$ cat src/shared/fsec_pkg.sv
// Package of constants and types for the flash sequencing host controller
package fsec_pkg;

    // Flash command codes
    localparam logic [7:0] CMD_READ_ARRAY   = 8'hff;
    localparam logic [7:0] CMD_READ_STATUS  = 8'h70;
    localparam logic [7:0] CMD_CLEAR_STATUS = 8'h50;
    localparam logic [7:0] CMD_ERASE_SETUP  = 8'h20;
    localparam logic [7:0] CMD_ERASE_GO     = 8'hd0;
    localparam logic [7:0] CMD_PROG_SETUP   = 8'h40;

    // Status bit positions on the flash data bus
    localparam int SB_IDLE     = 7;
    localparam int SB_ERASE    = 5;
    localparam int SB_PROG     = 4;
    localparam int SB_SUPPLY   = 3;

    // Register byte offsets on the AXI4-Lite slave
    localparam logic [7:0] OFS_CTRL   = 8'h00;
    localparam logic [7:0] OFS_ADDR   = 8'h04;
    localparam logic [7:0] OFS_DATA   = 8'h08;
    localparam logic [7:0] OFS_STATUS = 8'h0c;
    localparam logic [7:0] OFS_RDATA  = 8'h10;

    // Control register fields
    localparam int CF_GO       = 0;
    localparam int CF_OP_LSB   = 1;
    localparam int CF_PWRDN    = 4;

    // Reset values
    localparam logic [31:0] RST_ZERO = 32'h0000_0000;

    // Timing, 250 MHz clock
    localparam int CLK_PS        = 4000;
    localparam int T_WP_NS       = 70;
    localparam int T_WPH_NS      = 30;
    localparam int T_RC_NS       = 100;
    localparam int T_RP_NS       = 150;
    localparam int T_RWH_NS      = 1000;
    localparam int CYC_WP  = (T_WP_NS * 1000 + CLK_PS - 1) / CLK_PS;
    localparam int CYC_WPH = (T_WPH_NS * 1000 + CLK_PS - 1) / CLK_PS;
    localparam int CYC_RC  = (T_RC_NS * 1000 + CLK_PS - 1) / CLK_PS;
    localparam int CYC_RP  = (T_RP_NS * 1000 + CLK_PS - 1) / CLK_PS;
    localparam int CYC_RWH = (T_RWH_NS * 1000 + CLK_PS - 1) / CLK_PS;

    // Host operations selected by software
    typedef enum logic [2:0]
    {
        FSEC_OP_PROGRAM = 3'd0,
        FSEC_OP_ERASE   = 3'd1,
        FSEC_OP_CLEAR   = 3'd2,
        FSEC_OP_READ    = 3'd3,
        FSEC_OP_STATUS  = 3'd4
    } fsec_op_e;

    // Error decode of the three error flags
    typedef enum logic [2:0]
    {
        FSEC_ERR_NONE,
        FSEC_ERR_SUPPLY,
        FSEC_ERR_PROG,
        FSEC_ERR_PROG_SUPPLY,
        FSEC_ERR_ERASE,
        FSEC_ERR_ERASE_SUPPLY,
        FSEC_ERR_SEQ,
        FSEC_ERR_SEQ_ALL
    } fsec_err_e;

    // Flash pin outputs travelling together
    typedef struct packed
    {
        logic        ce_n;
        logic        we_n;
        logic        oe_n;
        logic        reset_powerdown_n;
        logic [18:0] addr;
        logic [15:0] dq_out;
        logic        dq_oe_n;
    } fsec_pins_s;

endpackage

$ cat src/verilog/fsec_ctrl.sv
// Host controller that sequences flash commands, polls status and decodes errors
//
// The address map and the AXI4-Lite register port were decided locally.
`timescale 1ns/100ps
`default_nettype none

module fsec_ctrl
    import fsec_pkg::*;
(
    input  wire logic        aclk,
    input  wire logic        aresetn,
    // AXI4-Lite slave
    input  wire logic [7:0]  s_awaddr,
    input  wire logic        s_awvalid,
    output var  logic        s_awready,
    input  wire logic [31:0] s_wdata,
    input  wire logic [3:0]  s_wstrb,
    input  wire logic        s_wvalid,
    output var  logic        s_wready,
    output var  logic [1:0]  s_bresp,
    output var  logic        s_bvalid,
    input  wire logic        s_bready,
    input  wire logic [7:0]  s_araddr,
    input  wire logic        s_arvalid,
    output var  logic        s_arready,
    output var  logic [31:0] s_rdata,
    output var  logic [1:0]  s_rresp,
    output var  logic        s_rvalid,
    input  wire logic        s_rready,
    // Flash pins
    output var  fsec_pins_s  flash_pins,
    input  wire logic [15:0] flash_dq_in
);

    // Sequencer states
    typedef enum logic [3:0]
    {
        S_PWRUP, S_IDLE, S_WR_LO, S_WR_HI, S_RD_LO, S_NEXT, S_PDOWN, S_WAKE
    } fsec_state_e;

    fsec_state_e  state_r;                 // Sequencer state
    logic [15:0]  dq_s1_r;                 // Data synchroniser stage 1
    logic [15:0]  dq_s2_r;                 // Data synchroniser stage 2
    logic [18:0]  addr_r;                  // Target address register
    logic [15:0]  data_r;                  // Program data register
    logic [2:0]   op_r;                    // Operation in progress
    logic         pwrdn_r;                 // Power-down request
    logic         busy_r;                  // Operation under way
    logic         done_r;                  // Sticky operation done
    logic [7:0]   stat_r;                  // Last flash status byte
    logic [15:0]  rdata_r;                 // Last array read word
    logic [1:0]   step_r;                  // Bus cycle index in sequence
    logic [7:0]   cnt_r;                   // Timing counter
    logic [7:0]   cmd_r;                   // Byte being written to flash
    logic         rd_only_r;               // Current phase is the status poll of a program or erase
    logic         aw_got_r;                // Write address captured
    logic         w_got_r;                 // Write data captured
    logic [7:0]   awaddr_r;                // Captured write address
    logic [31:0]  wdata_r;                 // Captured write data
    logic         wr_fire;                 // Register write this cycle

    // Error decode of erase, program, supply flags
    function automatic fsec_err_e err_decode(input logic [7:0] s);
        return fsec_err_e'({s[SB_ERASE], s[SB_PROG], s[SB_SUPPLY]});
    endfunction

    assign wr_fire = aw_got_r && w_got_r && !s_bvalid;

    // Synchronise the flash data bus
    always_ff @(posedge aclk)
    begin
        dq_s1_r <= flash_dq_in;
        dq_s2_r <= dq_s1_r;
    end

    // AXI write channel capture and response
    always_ff @(posedge aclk)
    begin
        if (!aresetn)
        begin
            aw_got_r  <= 1'b0;
            w_got_r   <= 1'b0;
            s_awready <= 1'b0;
            s_wready  <= 1'b0;
            s_bvalid  <= 1'b0;
            s_bresp   <= 2'b00;
            awaddr_r  <= 8'h00;
            wdata_r   <= RST_ZERO;
        end
        else
        begin
            s_awready <= !aw_got_r && !s_awready;
            s_wready  <= !w_got_r && !s_wready;
            // Capture address
            if (s_awvalid && s_awready)
            begin
                aw_got_r  <= 1'b1;
                awaddr_r  <= s_awaddr;
                s_awready <= 1'b0;
            end
            // Capture data
            if (s_wvalid && s_wready)
            begin
                w_got_r  <= 1'b1;
                wdata_r  <= s_wdata;
                s_wready <= 1'b0;
            end
            // Respond once both arrived
            if (wr_fire)
            begin
                s_bvalid <= 1'b1;
                s_bresp  <= (awaddr_r <= OFS_RDATA && awaddr_r[1:0] == 2'b00) ? 2'b00 : 2'b10;
            end
            else if (s_bvalid && s_bready)
            begin
                s_bvalid <= 1'b0;
                aw_got_r <= 1'b0;
                w_got_r  <= 1'b0;
            end
        end
    end

    // AXI read channel
    always_ff @(posedge aclk)
    begin
        if (!aresetn)
        begin
            s_arready <= 1'b0;
            s_rvalid  <= 1'b0;
            s_rdata   <= RST_ZERO;
            s_rresp   <= 2'b00;
        end
        else if (s_rvalid)
        begin
            s_arready <= 1'b0;
            if (s_rready)
                s_rvalid <= 1'b0;
        end
        else if (s_arvalid && s_arready)
        begin
            s_arready <= 1'b0;
            s_rvalid  <= 1'b1;
            s_rresp   <= 2'b00;
            case (s_araddr)
                OFS_CTRL:   s_rdata <= {27'd0, pwrdn_r, op_r, busy_r};
                OFS_ADDR:   s_rdata <= {13'd0, addr_r};
                OFS_DATA:   s_rdata <= {16'd0, data_r};
                // Status: decoded error, done, busy, raw flash status
                OFS_STATUS: s_rdata <= {19'd0, err_decode(stat_r), done_r, busy_r, stat_r};
                OFS_RDATA:  s_rdata <= {16'd0, rdata_r};
                default:
                begin
                    s_rdata <= RST_ZERO;
                    s_rresp <= 2'b10;
                end
            endcase
        end
        else
            s_arready <= 1'b1;
    end

    // Software-written registers
    always_ff @(posedge aclk)
    begin
        if (!aresetn)
        begin
            addr_r  <= 19'd0;
            data_r  <= 16'd0;
            op_r    <= 3'd0;
            pwrdn_r <= 1'b0;
        end
        else if (wr_fire)
        begin
            case (awaddr_r)
                OFS_CTRL:
                begin
                    if (s_wstrb[0])
                    begin
                        if (!busy_r)
                            op_r <= wdata_r[CF_OP_LSB +: 3];
                        pwrdn_r <= wdata_r[CF_PWRDN];
                    end
                end
                OFS_ADDR: addr_r <= wdata_r[18:0];
                OFS_DATA: data_r <= wdata_r[15:0];
                default:  addr_r <= addr_r;
            endcase
        end
    end

    // Flash bus sequencer
    always_ff @(posedge aclk)
    begin
        if (!aresetn)
        begin
            state_r    <= S_PWRUP;
            busy_r     <= 1'b0;
            done_r     <= 1'b0;
            stat_r     <= 8'h00;
            rdata_r    <= 16'd0;
            step_r     <= 2'd0;
            cnt_r      <= 8'd0;
            cmd_r      <= 8'h00;
            rd_only_r  <= 1'b0;
            flash_pins <= '{ce_n: 1'b1, we_n: 1'b1, oe_n: 1'b1, reset_powerdown_n: 1'b0,
                            addr: 19'd0, dq_out: 16'd0, dq_oe_n: 1'b1};
        end
        else
        begin
            if (cnt_r != 8'd0)
                cnt_r <= cnt_r - 8'd1;
            case (state_r)
                // Hold reset pin low through power-up, then let device settle
                S_PWRUP:
                begin
                    flash_pins.reset_powerdown_n <= 1'b0;
                    cnt_r   <= 8'(CYC_RP);
                    state_r <= S_WAKE;
                end
                S_WAKE:
                begin
                    if (cnt_r == 8'd1)
                    begin
                        // Device returns in array read with clear status
                        flash_pins.reset_powerdown_n <= 1'b1;
                        cnt_r   <= 8'(CYC_RWH);
                        state_r <= S_NEXT;
                        step_r  <= 2'd3;
                    end
                end
                S_IDLE:
                begin
                    flash_pins.ce_n <= 1'b1;
                    if (pwrdn_r)
                    begin
                        // Reset pin low: deep power-down, aborts device activity
                        flash_pins.reset_powerdown_n <= 1'b0;
                        cnt_r   <= 8'(CYC_RP);
                        state_r <= S_PDOWN;
                    end
                    else if (wr_fire && awaddr_r == OFS_CTRL && s_wstrb[0] && wdata_r[CF_GO])
                    begin
                        busy_r <= 1'b1;
                        done_r <= 1'b0;
                        step_r <= 2'd0;
                        state_r <= S_NEXT;
                    end
                end
                S_PDOWN:
                begin
                    if (!pwrdn_r && cnt_r == 8'd0)
                        state_r <= S_WAKE;
                    cnt_r <= (cnt_r == 8'd0) ? 8'd2 : cnt_r - 8'd1;
                end
                // Choose the next bus cycle of the running operation
                S_NEXT:
                begin
                    if (cnt_r == 8'd0 || cnt_r == 8'd1)
                    begin
                        state_r   <= S_WR_LO;
                        rd_only_r <= 1'b0;
                        cnt_r     <= 8'(CYC_WP);
                        flash_pins.ce_n <= 1'b0;
                        // Finished: done is raised only as the sequencer returns to idle,
                        // so a GO written right after software sees done is dropped only during power-down and the wake that follows it
                        if (step_r == 2'd3)
                        begin
                            flash_pins.ce_n <= 1'b1;
                            state_r <= S_IDLE;
                            busy_r  <= 1'b0;
                            done_r  <= done_r | busy_r;
                        end
                        else
                        case (fsec_op_e'(op_r))
                            FSEC_OP_PROGRAM, FSEC_OP_ERASE:
                            begin
                                // Setup, then data or confirm, then poll idle flag
                                if (step_r == 2'd0)
                                    cmd_r <= (op_r == 3'(FSEC_OP_PROGRAM)) ? CMD_PROG_SETUP : CMD_ERASE_SETUP;
                                else if (step_r == 2'd1)
                                    cmd_r <= (op_r == 3'(FSEC_OP_PROGRAM)) ? data_r[7:0] : CMD_ERASE_GO;
                                else
                                begin
                                    rd_only_r <= 1'b1;
                                    state_r   <= S_RD_LO;
                                    cnt_r     <= 8'(CYC_RC);
                                end
                            end
                            FSEC_OP_CLEAR:  cmd_r <= CMD_CLEAR_STATUS;
                            FSEC_OP_READ:
                            begin
                                if (step_r == 2'd0)
                                    cmd_r <= CMD_READ_ARRAY;
                                else
                                begin
                                    state_r <= S_RD_LO;
                                    cnt_r   <= 8'(CYC_RC);
                                end
                            end
                            default:
                            begin
                                if (step_r == 2'd0)
                                    cmd_r <= CMD_READ_STATUS;
                                else
                                begin
                                    state_r <= S_RD_LO;
                                    cnt_r   <= 8'(CYC_RC);
                                end
                            end
                        endcase
                    end
                end
                // Write strobe low with address and data driven
                S_WR_LO:
                begin
                    flash_pins.addr    <= addr_r;
                    flash_pins.dq_out  <= (op_r == 3'(FSEC_OP_PROGRAM) && step_r == 2'd1) ? data_r : {8'h00, cmd_r};
                    flash_pins.dq_oe_n <= 1'b0;
                    flash_pins.we_n    <= 1'b0;
                    // Release after the full count so the strobe stays low CYC_WP cycles
                    if (cnt_r == 8'd0)
                    begin
                        flash_pins.we_n <= 1'b1;
                        cnt_r   <= 8'(CYC_WPH);
                        state_r <= S_WR_HI;
                    end
                end
                // Write strobe high recovery; engine runs on with chip select released
                S_WR_HI:
                begin
                    if (cnt_r == 8'd1)
                    begin
                        flash_pins.dq_oe_n <= 1'b1;
                        flash_pins.ce_n    <= 1'b1;
                        step_r  <= step_r + 2'd1;
                        state_r <= S_NEXT;
                        if (op_r == 3'(FSEC_OP_CLEAR))
                        begin
                            stat_r <= 8'h00;
                            step_r <= 2'd3;
                        end
                    end
                end
                // Output enable low, sample after the read cycle time
                S_RD_LO:
                begin
                    flash_pins.oe_n <= 1'b0;
                    if (cnt_r == 8'd1)
                    begin
                        flash_pins.oe_n <= 1'b1;
                        flash_pins.ce_n <= 1'b1;
                        state_r <= S_NEXT;
                        cnt_r   <= 8'(CYC_WPH);
                        if (rd_only_r || op_r == 3'(FSEC_OP_STATUS))
                        begin
                            stat_r <= dq_s2_r[7:0];
                            // Done once the idle flag reads one, or at once for a status operation
                            if (dq_s2_r[SB_IDLE] || op_r == 3'(FSEC_OP_STATUS))
                            begin
                                step_r <= 2'd3;
                            end
                        end
                        else
                        begin
                            rdata_r <= dq_s2_r;
                            step_r  <= 2'd3;
                        end
                    end
                end
                default: state_r <= S_IDLE;
            endcase
        end
    end

endmodule
`default_nettype wire

$ cat config.mk
export PLATFORM = sky130hd
export DESIGN_NAME = fsec_ctrl
export DESIGN_NICKNAME = d
export VERILOG_FILES = /design/src/shared/fsec_pkg.sv /design/src/verilog/fsec_ctrl.sv
export SDC_FILE = /design/constraint.sdc
export NUM_CORES = 1
export LEC_CHECK = 0
export ABC_AREA = 1
export BUFFER_PORTS_ARGS = -buffer_cell sky130_fd_sc_hd__buf_2
export CAP_MARGIN = 20
export CORE_ASPECT_RATIO = 0.8
export CORE_MARGIN = 2
export CORE_UTILIZATION = 50
export DETAILED_ROUTE_END_ITERATION = 12
export PLACE_DENSITY_LB_ADDON = 0.05
export SETUP_SLACK_MARGIN = 0.02
export SYNTH_ARGS = -nofsm -noshare
export SYNTH_HDL_FRONTEND = slang
export SYNTH_SLANG_ARGS = --single-unit
$ cat constraint.sdc
create_clock -name aclk -period 3.49 [get_ports aclk]
set_input_delay 1.047 -clock aclk [delete_from_list [all_inputs] [get_ports aclk]]
set_output_delay 1.047 -clock aclk [all_outputs]
set_load 0.05 [all_outputs]
* After elaboration in Yosys (flattened, before gate mapping)
Index checks and enable logic that the tools add are counted.
** Operators by class
- Bitwise gates (word level) :: 6
- Reduce and logical (&&, ||, !) cells :: 61
- Muxes and demuxes :: 85
- Add/sub/neg operators :: 2
- Eq/ne operators :: 38
- $lt $le $gt $ge :: 1
** Operators with widths (number)
- $mux 8 :: 16
- $pmux 19 s5 :: 1
- $pmux 8 s7 :: 1
- $mux 4 :: 10
- $mux 1 :: 30
- $ne 2x2->1 const B :: 13
- $eq 8x4->1 const B :: 3
- $logic_not 8->1 :: 3
- $pmux 4 s6 :: 1
- $pmux 8 s3 :: 1
- $mux 2 :: 10
- $eq 4x3->1 const B :: 4
- $eq 8x3->1 const B :: 2
- $mux 16 :: 1
- $pmux 8 s2 :: 1
- $reduce_and 5->1 :: 3
- $logic_and 1x1->1 :: 14
- $mux 3 :: 4
- $reduce_and 3->1 :: 4
- $reduce_and 2->1 :: 5
- $reduce_or 2->1 :: 5
- $ne 3x3->1 const B :: 3
- $reduce_bool 3->1 :: 3
- $eq 4x2->1 const B :: 2
- other kinds (33) :: 53
** Storage, ports and cells
- Logic and storage cells :: 227
- Output and inout port bits :: 81
- Bits of input ports :: 75
- Register bits after elaboration :: 230

* Depth between registers and ports, before layout
- Word-level depth :: 8
- Depth in mapped cells :: 12
- Gate-level depth less buffers :: 12

* Worst setup path after synthesis
No wires, ideal clock.
- Path type :: in2reg
- Start point :: in s_araddr[1]
- End point :: reg s_rdata[15]
- Path buffers :: 1
- Cell stages on the path :: 10
- Data arrival time :: 2.021 ns
- Library setup time :: 0.071 ns
- Setup slack :: 1.399 ns
- Required time :: 3.419 ns
- Path through :: nor2_1 inv_1 nor2_1 nand2_1 inv_2 buf_4 nand2_1 nand3_1 nand2_1 a21oi_1
** Between the ends
- Longest elaborated chain between the ends :: 2
- Elaborated cells between the ends (all ways) :: 6
- Classes of those cells :: eq/ne (4); mux (1); reduce/logical (1)
** RTL lines
- start: declaration :: RTL line fsec_ctrl.sv:23 : input wire logic [7:0] s_araddr,
- $eq 8x5->1 (tied with other cells) :: RTL line fsec_ctrl.sv:144 : case (s_araddr)
- $pmux 19 s5 (*) :: RTL line fsec_ctrl.sv:144
- end signal: assignment :: RTL line fsec_ctrl.sv:145 : OFS_CTRL: s_rdata <= {27'd0, pwrdn_r, op_r, busy_r};
- end signal: assignment :: RTL line fsec_ctrl.sv:146 : OFS_ADDR: s_rdata <= {13'd0, addr_r};
- end signal: assignment :: RTL line fsec_ctrl.sv:147 : OFS_DATA: s_rdata <= {16'd0, data_r};
- end: declaration :: RTL line fsec_ctrl.sv:26 : output var logic [31:0] s_rdata,
Mark *: on every way between the ends. The rest lies on a longest branch, timed or not.
A chain may end at the register's enable or synchronous reset.

* Worst setup path after layout
- Start point :: reg s_rdata[5]
- End point :: out s_rdata[5]
No word-level cell between the ends.

==> results by group <==
Status
  – Status: completed

Flow run
  – # Max-Cap Violations: 0

STA
  – Final period util: 0.645
  – Slew @ Worst Pin: between 900 and 1000 ps
  – Hold Slack: between 300 and 400 ps
  – Highest clock rate: 444 MHz
  – Final Hold Fails: 0
  – Slew headroom: 0.340
  – Min cycle time layout: between 2000 and 2500 ps
  – Max-slew violation count: 0
  – Final setup skew: ~9.6 ps
  – Setup Viol. Count Final: 0
  – Fin Setup TNS: 0 ps
  – RSZ-0062 raised after global routing: false

Clock tree
  – Post-CTS setup buffers: 0
  – Post-cts resize count: 0
  – CTS tree: done
  – Cts hold-fix bufs: 0
  – Clk sinks: ~210
  – CTS root buffer: clkbuf_16
  – Max clock buf depth: 3
  – CTS buffer count: 21
  – Worst-path clk slew: 60 ps
  – H-tree levels: 1
  – Clock Latency Late Sink: about 500 ps

Synthesis
  – Post-synth EDFFs: 0
  – Ys Warns: 0
  – Post-Syn Instances: about 1.2k
  – Synth top area share: 0.479
  – Async set-reset flop share out of synthesis: 0
  – Post-synth top cells: 214 x dfxtp_1, 179 x nand2_1, 176 x nor2_1, 124 x o21ai_0, 107 x inv_1
  – #FFs+latches synth: 214
  – Ranking of synthesized cells by area: dfxtp_1 48%, nand2_1 7.5%, nor2_1 7.4%, o21ai_0 6.9%, a21oi_1 5.9%
  – Post-synth cell types: 44
  – Largest area contributor in the netlist: dfxtp_1
  – Sequential fraction of the synthesis area: 0.479
  – Syn Area/Cell: around 7.7 µm²
  – Count leader, synth: dfxtp_1
  – Dominant synthesized flop cell: dfxtp_1
  – Synth Cell Area: roughly 8900 µm²

Drt
  – Via count: 7615
  – Routed vias/inst: approximately 5.1
  – Post-route DRC violation count: 0
  – Pre-Repair DR Iteration Count: 5
  – Post-route ant nets: 0
  – Avg WL per Cell: ~15 µm
  – Iter 0 DRT Violations: 445
  – Routed WL: ~22000 µm

Die
  – Site Rows: 43
  – Die Wd: 154 µm
  – Starting density of the core: 0.513
  – Core region area: between 15000 and 20000 µm²
  – Die height: between 100 and 150 µm
  – Num ports: between 150 and 200
  – Die footprint: ~19000 µm²

Pwr
  – Leakage: ~4.6 nW
  – Clock power frac: 0.283
  – Int Pwr: 4.72 mW
  – Sequential power share: 0.380
  – Switching part of the total power: 0.392
  – Power Density: ~760 nW/µm²
  – Peak VDD IR: 0.000452 V
  – Switching power total: about 3 mW
  – Comb pwr share: 0.337

Critical path
  – Cell Chain, Critical Path: buf_2
  – Crit start category: flop
  – Flop2flop setup slack: around 1500 ps
  – Setup crit end kind: primary output
  – Critical path depth: 1
  – Reg2reg start: state_r[2]
  – Worst reg2reg path depth: 8
  – WS Path Type: flop to primary output
  – Worst R2R End: rdata_r[0]
  – CP Buf/Inv Count: 1
  – CP max-delay cell: dfxtp_1
  – CP max stage delay: 410 ps
  – CP Data Required Time: roughly 2400 ps
  – CP arrival: between 1000 and 1500 ps
  – Worst-path fanout max: 2
  – CP delay by family, top: flip-flops

GRT
  – Antenna violations before repair: 0
  – GR Util All Layers: 0.231
  – Vias in the first global route: 6957
  – First-pass GRT wire length: ~36000 µm
  – Largest net degree at the start of global routing: 110
  – Grt total ovfl: 0

Finish
  – Layout Nets: between 1k and 1.5k
  – Layout cells sized above 1: 0.174
  – Antenna Cells: 0
  – Fillers: ~1.7k
  – Area growth from synthesis to layout: 14.7%

Placement
  – HPWL Detailed: roughly 16000 µm
  – Routability cong.: between 0.9 and 1
  – Buffers on Ports: 124

Hold path
  – Hold_sp: dq_s1_r[8]
  – Hold EP: dq_s2_r[8]
  – Hold WC Path Type: flop to flop
  – Min-Delay Path Depth: 0
-- metal layers --
metal  vias to the layer above  wire length (µm)  share of wire  GRT usage
met4                         0               449          0.020     0.0516
li1                       3967                 -              -          -
met3                        36              1290          0.059     0.0452
met2                       186              9560           0.44      0.364
met1                      3426             10600           0.48      0.330
met5                         -                 0              0          0
-- placed cells by master (no fill, tap or decap), types with 3 or more instances in the layout --
master / count
buf_2: 124
nand2_4: 7
a21oi_1: 106
inv_1: 107
nor3_1: 8
clkinv_2: 6
clkbuf_8: 3
conb_1: 15
nand2_1: 179
nand2_2: 5
dfxtp_1: 214
a211oi_1: 27
o21ai_1: 11
o21ai_0: 124
ha_1: 7
nand3_1: 38
nor2_1: 176
o21ai_2: 3
o211ai_1: 10
nor2_4: 8
buf_4: 10
nor2_2: 3
inv_2: 9
clkbuf_1: 5
a31oi_1: 3
a211oi_2: 9
nand4_1: 11
clkbuf_16: 21
-- state kept, by name, indices dropped and copies added, names as in the netlist, 8 cells and up --
register / count
dq_s2_r: 16
dq_s1_r: 16
cmd_r: 8
flash_pins: 40
rdata_r: 16
cnt_r: 8
wdata_r: 19
s_rdata: 19
stat_r: 8
data_r: 16
addr_r: 19
awaddr_r: 8
-- how the worst max path moves through the flow --
stage / start / end / slack, ps
final: s_rdata[5] / s_rdata[5] / 1240
after global routing: s_araddr[7] / s_rdata[6] / 1070
after CTS: s_rvalid / s_rvalid / 1220
after detailed placement: s_araddr[7] / s_rdata[9] / 740
after global placement: s_araddr[7] / s_rdata[9] / 780
after floorplan: s_araddr[1] / s_rdata[15] / 1400
-- cell families (layout without fill, tap and decap cells) --
group / count (synthesis) / after routing / share of synthesized area
AND/OR/NAND/NOR: 444 / 444 / 0.221
buffers and inverters: 187 / 291 / 0.0948
adder cells (fa/ha/maj): 7 / 7 / 0.00979
AO/OA/AOI/OAI: 301 / 301 / 0.192
flip-flops: 214 / 214 / 0.479
XOR/XNOR: 3 / 3 / 0.00294
other: 1 / 15 / 0.000419
-- power groups by stage --
stage	logic [mW]	registers [mW]	clock network, mW
2_1_floorplan	1.65	3.43	0
3_3_place_gp	2.59	2.99	0
3_5_place_dp	2.60	2.99	0
4_1_cts	2.61	2.94	2.23
5_1_grt	2.91	2.98	2.33
6_report	2.62	2.95	2.19
-- metrics by stage --
step                      utilization  cells  power (mW)  setup WS, ps  cell area, µm²
after floorplan                     -   1171        5.07          1400            9000
after global placement          0.549   1461        5.58           778            9580
after detailed placement        0.549   1461        5.59           744            9580
after CTS                       0.587   1499        7.79          1220           10200
after global routing            0.589   1500        8.22          1070           10300
final                           0.589   1500        7.76          1240           10300
-- area by class of cell --
type / count / area [µm²] / share of cell area
Clock inverter: 9 / 76.3 / 0.00743
Clock buffer: 29 / 586 / 0.0570
Tap cell: 225 / 282 / 0.0274
Timing Repair Buffer: 135 / 723 / 0.0704
Sequential cell: 214 / 4280 / 0.417
Inverter: 118 / 445 / 0.0434
Multi-Input combinational cell: 770 / 3870 / 0.377
Note: power is estimated with default switching activity, not from simulation.
